<file path="src/nfc_tag_regs_pkg.sv">
// constants, field layouts and types shared by the tag register bank
package nfc_tag_regs_pkg;

  // register byte offsets
  localparam logic [11:0] OFS_INT_SET     = 12'h304;
  localparam logic [11:0] OFS_INT_DISABLE = 12'h308;
  localparam logic [11:0] OFS_ERROR       = 12'h404;
  localparam logic [11:0] OFS_RX_RESULT   = 12'h40C;
  localparam logic [11:0] OFS_TAG_STATE   = 12'h410;
  localparam logic [11:0] OFS_SLEEP       = 12'h420;
  localparam logic [11:0] OFS_FIELD       = 12'h43C;
  localparam logic [11:0] OFS_WIN_OPEN    = 12'h504;
  localparam logic [11:0] OFS_WIN_CLOSE   = 12'h508;
  localparam logic [11:0] OFS_MODE        = 12'h50C;
  localparam logic [11:0] OFS_PTR         = 12'h510;
  localparam logic [11:0] OFS_SIZE        = 12'h514;
  localparam logic [11:0] OFS_TX_FORMAT   = 12'h518;

  // field widths
  localparam int OPEN_W  = 16;
  localparam int CLOSE_W = 20;
  localparam int SIZE_W  = 9;
  localparam int ERR_W   = 4;
  localparam int RXR_W   = 4;
  localparam int STATE_W = 3;
  localparam int FMT_W   = 5;

  // values after reset and limits
  localparam logic [OPEN_W-1:0]  WIN_OPEN_RESET  = 16'h0480;
  localparam logic [CLOSE_W-1:0] WIN_CLOSE_RESET = 20'h01000;
  localparam logic [FMT_W-1:0]   TX_FORMAT_RESET = 5'h17;
  localparam logic [31:0]        SIZE_MAX        = 32'h0000_0101;
  localparam logic [31:0]        IRQ_IMPL_MASK   = 32'h001C_5CFF;

  // field positions
  localparam int IRQ_STARTED_BIT   = 20;
  localparam int FMT_PARITY_BIT    = 0;
  localparam int FMT_DISCARD_BIT   = 1;
  localparam int FMT_SOF_BIT       = 2;
  localparam int FMT_CRC_BIT       = 4;
  localparam int FIELD_PRESENT_BIT = 0;
  localparam int FIELD_LOCK_BIT    = 1;

  // bit grid of 128 carrier cycles
  localparam int GRID_LOG2 = 7;

  typedef enum logic [1:0] {
    free_run_timing       = 2'b00,
    window_timing         = 2'b01,
    exact_timing          = 2'b10,
    window_on_grid_timing = 2'b11
  } timing_mode_type;

  typedef enum logic {
    sleep_idle = 1'b0,
    sleep_a    = 1'b1
  } sleep_state_type;

  typedef enum logic {
    timer_stopped = 1'b0,
    timer_running = 1'b1
  } timer_state_type;

endpackage : nfc_tag_regs_pkg

</file>
<file path="src/frame_delay_timer.sv">
// frame delay timer gating when a response frame may start
`timescale 1ns/1ps
module frame_delay_timer
  import nfc_tag_regs_pkg::*;
(
  // clock and reset
  input  wire logic                  clock,
  input  wire logic                  reset,
  // carrier and frame events
  input  wire logic                  carrier_tick,
  input  wire logic                  rx_frame_end,
  input  wire logic                  start_transmit_task,
  // configuration
  input  wire logic [OPEN_W-1:0]     window_open,
  input  wire logic [CLOSE_W-1:0]    window_close,
  input  wire timing_mode_type       mode,
  // results
  output logic                       tx_go,
  output logic                       tx_timeout,
  output logic                       tx_pending
);

  typedef struct packed {
    timer_state_type    state;
    logic [CLOSE_W-1:0] count;
    logic               pending;
    logic               go;
    logic               timeout;
  } timer_type;

  timer_type s_q;
  timer_type s_d;
  logic      in_window;
  logic      on_grid;

  always_comb begin
    s_d         = s_q;
    s_d.go      = 1'b0;
    s_d.timeout = 1'b0;
    in_window   = ({4'h0, window_open} <= s_q.count) && (s_q.count <= window_close);
    on_grid     = (s_q.count[GRID_LOG2-1:0] == '0);
    if (rx_frame_end) begin
      s_d.state = timer_running;
      s_d.count = '0;
    end else if (s_q.state == timer_running && carrier_tick && s_q.count != '1) begin
      s_d.count = s_q.count + 1'b1;
    end
    if (start_transmit_task) begin
      s_d.pending = 1'b1;
    end
    if (s_q.pending) begin
      case (mode)
        free_run_timing:       s_d.go = 1'b1;
        window_timing:         s_d.go = in_window;
        exact_timing:          s_d.go = (s_q.count == window_close);
        window_on_grid_timing: s_d.go = in_window && on_grid;
        default:               s_d.go = 1'b0;
      endcase
      s_d.timeout = !s_d.go && mode != free_run_timing && s_q.count > window_close;
      if (s_d.go || s_d.timeout) begin
        s_d.pending = 1'b0;
        s_d.state   = timer_stopped;
      end
    end
  end

  always_ff @(posedge clock or posedge reset) begin
    if (reset) begin
      s_q <= '0;
    end else begin
      s_q <= s_d;
    end
  end

  assign tx_go      = s_q.go;
  assign tx_timeout = s_q.timeout;
  assign tx_pending = s_q.pending;
endmodule : frame_delay_timer

</file>
<file path="src/nfc_tag_frame_timing_regs.sv">
// tag register bank: interrupt enables, status, field, frame timing, buffer
//
// Decided for this implementation: register access over Wishbone.
`timescale 1ns/1ps
module nfc_tag_frame_timing_regs
  import nfc_tag_regs_pkg::*;
(
  // clock and reset
  input  wire logic                 clock,
  input  wire logic                 reset,
  // wishbone slave
  input  wire logic                 wb_cyc_i,
  input  wire logic                 wb_stb_i,
  input  wire logic                 wb_we_i,
  input  wire logic [11:0]          wb_adr_i,
  input  wire logic [3:0]           wb_sel_i,
  input  wire logic [31:0]          wb_dat_i,
  output logic [31:0]               wb_dat_o,
  output logic                      wb_ack_o,
  // rf front end pins
  input  wire logic                 carrier_clock,
  input  wire logic                 field_sense,
  input  wire logic                 lock_sense,
  // tag core events and state
  input  wire logic                 rx_frame_end,
  input  wire logic                 sleep_request_valid,
  input  wire logic                 go_idle_task,
  input  wire logic                 go_sleep_task,
  input  wire logic                 start_transmit_task,
  input  wire logic [ERR_W-1:0]     error_set,
  input  wire logic [RXR_W-1:0]     rx_result_set,
  input  wire logic [STATE_W-1:0]   tag_operating_state,
  // buffer access
  input  wire logic [SIZE_W-1:0]    buffer_index,
  output logic [31:0]               buffer_address,
  output logic                      buffer_access_ok,
  // controls towards the tag core
  output logic [31:0]               irq_enable,
  output logic                      anticollision_sleep_state,
  output logic                      tx_go,
  output logic                      tx_timeout,
  output logic                      tx_pending,
  output logic                      tx_parity_enable,
  output logic                      unused_bit_drop_side,
  output logic                      tx_sof_enable,
  output logic                      tx_checksum_mode
);

  typedef struct packed {
    logic                car_meta;
    logic                car_sync;
    logic                car_prev;
    logic                fld_meta;
    logic                fld_sync;
    logic                lck_meta;
    logic                lck_sync;
    logic [31:0]         irq_en;
    logic [ERR_W-1:0]    err;
    logic [RXR_W-1:0]    rxr;
    sleep_state_type     sleep;
    logic [OPEN_W-1:0]   win_open;
    logic [CLOSE_W-1:0]  win_close;
    timing_mode_type     mode;
    logic [31:0]         ptr;
    logic [SIZE_W-1:0]   size;
    logic [FMT_W-1:0]    fmt;
    logic                ack;
    logic [31:0]         rdata;
    logic [31:0]         buf_addr;
    logic                buf_ok;
  } regs_type;

  regs_type    s_q;
  regs_type    s_d;
  logic        wr_hit;
  logic        rd_hit;
  logic [11:0] adr_word;
  logic [31:0] wmask;
  logic [31:0] wbits;
  logic [31:0] merged;
  logic        carrier_tick;

  // byte lane enables to a bit mask
  function automatic logic [31:0] lane_mask(input logic [3:0] sel);
    logic [31:0] m;
    m = '0;
    for (int i = 0; i < 4; i++) begin
      m[i*8 +: 8] = {8{sel[i]}};
    end
    return m;
  endfunction : lane_mask

  // merge write data into an old value under a lane mask
  function automatic logic [31:0] merge(input logic [31:0] old,
                                        input logic [31:0] data,
                                        input logic [31:0] mask);
    return (old & ~mask) | (data & mask);
  endfunction : merge

  assign wr_hit       = wb_cyc_i && wb_stb_i && wb_we_i && !s_q.ack;
  assign rd_hit       = wb_cyc_i && wb_stb_i && !wb_we_i && !s_q.ack;
  assign adr_word     = {wb_adr_i[11:2], 2'b00};
  assign wmask        = lane_mask(wb_sel_i);
  assign wbits        = wb_dat_i & wmask;
  assign carrier_tick = s_q.car_sync && !s_q.car_prev;

  always_comb begin
    s_d        = s_q;
    merged     = '0;
    // pin synchronisers and carrier edge finder
    s_d.car_meta = carrier_clock;
    s_d.car_sync = s_q.car_meta;
    s_d.car_prev = s_q.car_sync;
    s_d.fld_meta = field_sense;
    s_d.fld_sync = s_q.fld_meta;
    s_d.lck_meta = lock_sense;
    s_d.lck_sync = s_q.lck_meta;
    // bus answer one cycle after the request
    s_d.ack = wb_cyc_i && wb_stb_i && !s_q.ack;

    // interrupt enables
    if (wr_hit && adr_word == OFS_INT_SET) begin
      s_d.irq_en = s_q.irq_en | (wbits & IRQ_IMPL_MASK);
    end
    if (wr_hit && adr_word == OFS_INT_DISABLE) begin
      s_d.irq_en = s_q.irq_en & ~wbits;
    end

    // write one to clear, new events win
    s_d.err = s_q.err;
    s_d.rxr = s_q.rxr;
    if (wr_hit && adr_word == OFS_ERROR) begin
      s_d.err = s_q.err & ~wbits[ERR_W-1:0];
    end
    if (wr_hit && adr_word == OFS_RX_RESULT) begin
      s_d.rxr = s_q.rxr & ~wbits[RXR_W-1:0];
    end
    s_d.err = s_d.err | error_set;
    s_d.rxr = s_d.rxr | rx_result_set;

    // anticollision sleep state, sleep wins a tie
    if (sleep_request_valid || go_sleep_task) begin
      s_d.sleep = sleep_a;
    end else if (go_idle_task) begin
      s_d.sleep = sleep_idle;
    end

    // read-write configuration
    if (wr_hit) begin
      case (adr_word)
        OFS_WIN_OPEN: begin
          merged       = merge({16'h0, s_q.win_open}, wb_dat_i, wmask);
          s_d.win_open = merged[OPEN_W-1:0];
        end
        OFS_WIN_CLOSE: begin
          merged        = merge({12'h0, s_q.win_close}, wb_dat_i, wmask);
          s_d.win_close = merged[CLOSE_W-1:0];
        end
        OFS_MODE: begin
          merged   = merge({30'h0, s_q.mode}, wb_dat_i, wmask);
          s_d.mode = timing_mode_type'(merged[1:0]);
        end
        OFS_PTR: begin
          s_d.ptr = merge(s_q.ptr, wb_dat_i, wmask);
        end
        OFS_SIZE: begin
          merged = merge({23'h0, s_q.size}, wb_dat_i, wmask);
          if (merged > SIZE_MAX) begin
            s_d.size = SIZE_MAX[SIZE_W-1:0];
          end else begin
            s_d.size = merged[SIZE_W-1:0];
          end
        end
        OFS_TX_FORMAT: begin
          merged  = merge({27'h0, s_q.fmt}, wb_dat_i, wmask);
          s_d.fmt = merged[FMT_W-1:0] & TX_FORMAT_RESET;
        end
        default: begin
          merged = '0;
        end
      endcase
    end

    // read mux, unused bits and unmapped words read zero
    if (rd_hit) begin
      case (adr_word)
        OFS_INT_SET:     s_d.rdata = s_q.irq_en;
        OFS_INT_DISABLE: s_d.rdata = s_q.irq_en;
        OFS_ERROR:       s_d.rdata = {28'h0, s_q.err};
        OFS_RX_RESULT:   s_d.rdata = {28'h0, s_q.rxr};
        OFS_TAG_STATE:   s_d.rdata = {29'h0, tag_operating_state};
        OFS_SLEEP:       s_d.rdata = {31'h0, s_q.sleep};
        OFS_FIELD:       s_d.rdata = {30'h0, s_q.lck_sync, s_q.fld_sync};
        OFS_WIN_OPEN:    s_d.rdata = {16'h0, s_q.win_open};
        OFS_WIN_CLOSE:   s_d.rdata = {12'h0, s_q.win_close};
        OFS_MODE:        s_d.rdata = {30'h0, s_q.mode};
        OFS_PTR:         s_d.rdata = s_q.ptr;
        OFS_SIZE:        s_d.rdata = {23'h0, s_q.size};
        OFS_TX_FORMAT:   s_d.rdata = {27'h0, s_q.fmt};
        default:         s_d.rdata = 32'h0000_0000;
      endcase
    end

    // buffer address and bound check
    s_d.buf_addr = s_q.ptr + {23'h0, buffer_index};
    s_d.buf_ok   = ({23'h0, buffer_index} < {23'h0, s_q.size});
  end

  always_ff @(posedge clock or posedge reset) begin
    if (reset) begin
      s_q           <= '0;
      s_q.win_open  <= WIN_OPEN_RESET;
      s_q.win_close <= WIN_CLOSE_RESET;
      s_q.mode      <= window_timing;
      s_q.fmt       <= TX_FORMAT_RESET;
      s_q.sleep     <= sleep_idle;
    end else begin
      s_q <= s_d;
    end
  end

  frame_delay_timer u_timer (
    .clock               (clock),
    .reset               (reset),
    .carrier_tick        (carrier_tick),
    .rx_frame_end        (rx_frame_end),
    .start_transmit_task (start_transmit_task),
    .window_open         (s_q.win_open),
    .window_close        (s_q.win_close),
    .mode                (s_q.mode),
    .tx_go               (tx_go),
    .tx_timeout          (tx_timeout),
    .tx_pending          (tx_pending)
  );

  assign wb_dat_o                  = s_q.rdata;
  assign wb_ack_o                  = s_q.ack;
  assign buffer_address            = s_q.buf_addr;
  assign buffer_access_ok          = s_q.buf_ok;
  assign irq_enable                = s_q.irq_en;
  assign anticollision_sleep_state = s_q.sleep;
  assign tx_parity_enable          = s_q.fmt[FMT_PARITY_BIT];
  assign unused_bit_drop_side      = s_q.fmt[FMT_DISCARD_BIT];
  assign tx_sof_enable             = s_q.fmt[FMT_SOF_BIT];
  assign tx_checksum_mode          = s_q.fmt[FMT_CRC_BIT];
endmodule : nfc_tag_frame_timing_regs

</file>
<file path="config.mk">
export PLATFORM = sky130hd
export DESIGN_NAME = nfc_tag_frame_timing_regs
export DESIGN_NICKNAME = d
export VERILOG_FILES = /design/src/nfc_tag_regs_pkg.sv /design/src/frame_delay_timer.sv /design/src/nfc_tag_frame_timing_regs.sv
export SDC_FILE = /design/constraint.sdc
export NUM_CORES = 1
export LEC_CHECK = 0
export BUFFER_PORTS_ARGS = -buffer_cell sky130_fd_sc_hd__clkbuf_2
export CAP_MARGIN = 0
export CORE_ASPECT_RATIO = 1.1
export CORE_UTILIZATION = 30
export DETAILED_ROUTE_END_ITERATION = 6
export REMOVE_ABC_BUFFERS = 1
export SETUP_SLACK_MARGIN = 0.2
export SLEW_MARGIN = 20
export SYNTH_ARGS = -nofsm -noshare
export SYNTH_HDL_FRONTEND = slang
export SYNTH_SLANG_ARGS = --single-unit
export TNS_END_PERCENT = 20
</file>
<file path="constraint.sdc">
create_clock -name clock -period 6.4 [get_ports clock]
set_input_delay 0.96 -clock clock [delete_from_list [all_inputs] [get_ports clock]]
set_output_delay 0.96 -clock clock [all_outputs]
set_load 0.02 [all_outputs]
</file>
==> impl_metrics.tcl <==
set metrics [dict create \
    initialDrtViolationCount 524 \
    r2r-start "wb_ack_o$_DFF_PP0_" \
    fmax_mhz 303 \
    worst_clock_skew_ps 14.4 \
    slew_viol_final 0 \
    synth_top_area_share_pct 45.2 \
    wire_per_inst_um 18.1 \
    ir_drop_uv 165 \
    reg2reg_depth 5 \
    crit_family "simple AND/OR/NAND/NOR gates" \
    worstPathMaxFanout 14 \
    powerDensity_nw_per_um2 240 \
    post-route-drc-count 0 \
    clkLatencyLatePin_ps 530 \
    max-clock-path-buffers 3 \
    numCtsBuffers 25 \
    core_um2 38400 \
    crit_slowest_cell "nor2_1" \
    yosysWarnings 0 \
    hold_viol_final 0 \
    min_period_over_period_pct 51.6 \
    place.gp.congestion 0.855 \
    worstPathRequired_ps 6840 \
    portBuffers 184 \
    synth_area_um2 11800 \
    final.min_clock_period_ps 3300 \
    cp-end-kind "register" \
    yosys.area.top_type "dfrtp_1" \
    fillers 3859 \
    crit_path_end "wb_dat_o[6]$_DFFE_PP0P_" \
    rows 75 \
    hold_buffers 0 \
    antenna_found_initial 0 \
    path_buf_inv 1 \
    drtPass1Iterations 5 \
    critPathLaunchType "primary input" \
    clk_pin_slew_ps 60 \
    worstPathCellList "clkbuf_2, nor4b_2, nand2_1, nor2_1, a222oi_1, a31oi_1" \
    p_leak_nw 6.39 \
    initial_core_util_pct 30.7 \
    drive_above_1_share_pct 25.7 \
    dieWidth_um 191 \
    n_antenna_cell 0 \
    cts_tree "built" \
    avgSynthCellArea_um2 10.2 \
    cts_resized 0 \
    vias_per_cell 5.01 \
    first_global_vias 8981 \
    status "completed" \
    htreeDepth 1 \
    ys_seq_area_share_pct 47.0 \
    rsz0062_at_grt "false" \
    criticalPathCategory "primary input to register" \
    die_h_um 210 \
    grt_pass1_wl_um 50300 \
    routed_wl_um 31900 \
    ys_ff_latch 221 \
    nets 1376 \
    synthesis.instances 1155 \
    ys.flop_type "dfrtp_1" \
    worst_hold_slack_ps 345 \
    fin_cells 1757 \
    critical_path_arrival_ps 3750 \
    worst_pin_slew_ps 1120 \
    grt_start_max_net_pins 99 \
    dp_hpwl_um 23700 \
    crit_path_start "wb_adr_i[5]" \
    root_buffer "clkbuf_16" \
    cap_violations 0 \
    synthArstFlopShare_pct 100 \
    ff2ff_setup_slack_ps 3510 \
    worstSetupPathDepth 6 \
    grt-ovfl-total 0 \
    hp-class "register to register" \
    cts_num_sinks 221 \
    synth_area_leaders "dfrtp_1 (45%), mux2_2 (6.2%), buf_4 (6.1%)" \
    place_inst 1712 \
    reg2reg_to "irq_enable[28]$_DFFE_PP0P_" \
    max_slew_margin_pct 25.2 \
    synth_cell_types 72 \
    vias 8794 \
    max_stage_delay_ps 1040 \
    syn2layout_area_growth_pct 13.5 \
    setup_viol 0 \
    postRouteAntennaNets 0 \
    grtUsageTotal_pct 16.1 \
    cts_setup_buffers 0 \
    die_area_um2 40100 \
    synth-edff-count 0 \
    ioPinCount 187 \
]
kinds of logic after synthesis:
logic type	Yosys count	share of synthesized area, %
buffers and inverters	204	9.65
and+or+nand+nor	343	14.9
adders and majority gates	56	6.01
xor gates and xnor gates	46	3.42
AOI/OAI and AO/OA	213	12.1
muxes	72	6.82
DFF	221	47.0
worst register-to-register path, stage by stage (launching register included):
cell	delay, ps
dfrtp_1	370
and3b_1	300
nand2_1	340
or3_1	890
nor2_1	630
a21boi_0	210
stage by stage:
| stage | util, % | total power, mW | area, um^2 | setup TNS, ps | worst slack (ps) |
|---|---|---|---|---|---|
| floorplan | - | 1.66 | 10900 | -126980 | -596 |
| global placement | 32.6 | 1.79 | 12500 | 0 | 2650 |
| detailed placement | 32.6 | 1.80 | 12500 | 0 | 2600 |
| CTS | 34.8 | 3.26 | 13400 | 0 | 3140 |
| global route | 34.8 | 3.34 | 13400 | 0 | 2970 |
| finish | 34.8 | 3.21 | 13400 | 0 | 3100 |
Yosys cell counts, types with 24 or more instances:
library cell / number
a221oi_1: 24
nor2_1: 109
ha_1: 55
clkbuf_1: 29
a21oi_1: 39
buf_4: 96
nand2_1: 85
o21ai_0: 56
mux2_2: 65
dfrtp_1: 213
xor2_1: 25
inv_1: 69
report_power, final:
group	leakage, nW	total [mW]	internal [mW]	switching (mW)
registers	2.75	1.48	1.45	0.0291
clock network	0.401	1.44	0.872	0.568
logic	3.24	0.295	0.0947	0.201
per-layer routing:
layer,global-route usage (%),vias to the layer above,part of all wire (%)
li1,-,4136,-
met1,20.2,4415,42
met2,27.7,199,50
met3,2.49,44,5.2
met4,5.57,0,2.7
met5,0,-,0
how the worst min path moves through the flow:
| stage | start | endpoint | depth (start not counted) |
|---|---|---|---|
| after global routing | s_d[193]$_DFF_PP0_ | s_q[193]$_DFF_PP0_ | 0 |
| final | s_d[193]$_DFF_PP0_ | s_q[193]$_DFF_PP0_ | 0 |
| after floorplan | s_d[196]$_DFF_PP0_ | s_d[195]$_DFF_PP0_ | 0 |
| after global placement | s_d[196]$_DFF_PP0_ | s_d[195]$_DFF_PP0_ | 0 |
| after detailed placement | s_d[196]$_DFF_PP0_ | s_d[195]$_DFF_PP0_ | 0 |
| after CTS | s_d[196]$_DFF_PP0_ | s_d[195]$_DFF_PP0_ | 0 |
final cells by class:
type	count	area [um^2]	area share [%]
clock buffers	38	734	5.49
clock inverters	7	97.6	0.730
inverters	69	267	1.99
multi-input cells	730	5120	38.3
flip-flops and latches	221	5540	41.4
well taps	500	626	4.68
repair buffers	192	981	7.34
cell usage in the layout (no fill, tap or decap), types with 9 or more instances in the layout:
| cell type | count |
|---|---|
| and3_1 | 12 |
| nor4_1 | 9 |
| nand2b_1 | 12 |
| a31oi_1 | 9 |
| dfrtp_1 | 213 |
| a21oi_1 | 39 |
| nor2_1 | 109 |
| clkbuf_2 | 184 |
| o21ai_0 | 55 |
| ha_1 | 55 |
| a21o_1 | 9 |
| clkbuf_16 | 25 |
| xor2_1 | 25 |
| a21boi_0 | 18 |
| mux2_2 | 65 |
| a22oi_1 | 16 |
| inv_1 | 68 |
| nand4_1 | 16 |
| nand2_1 | 85 |
| nor3_1 | 18 |
| xnor2_1 | 21 |
| a221oi_1 | 24 |
| nand3_1 | 18 |
(Power assumes the default switching activity.)
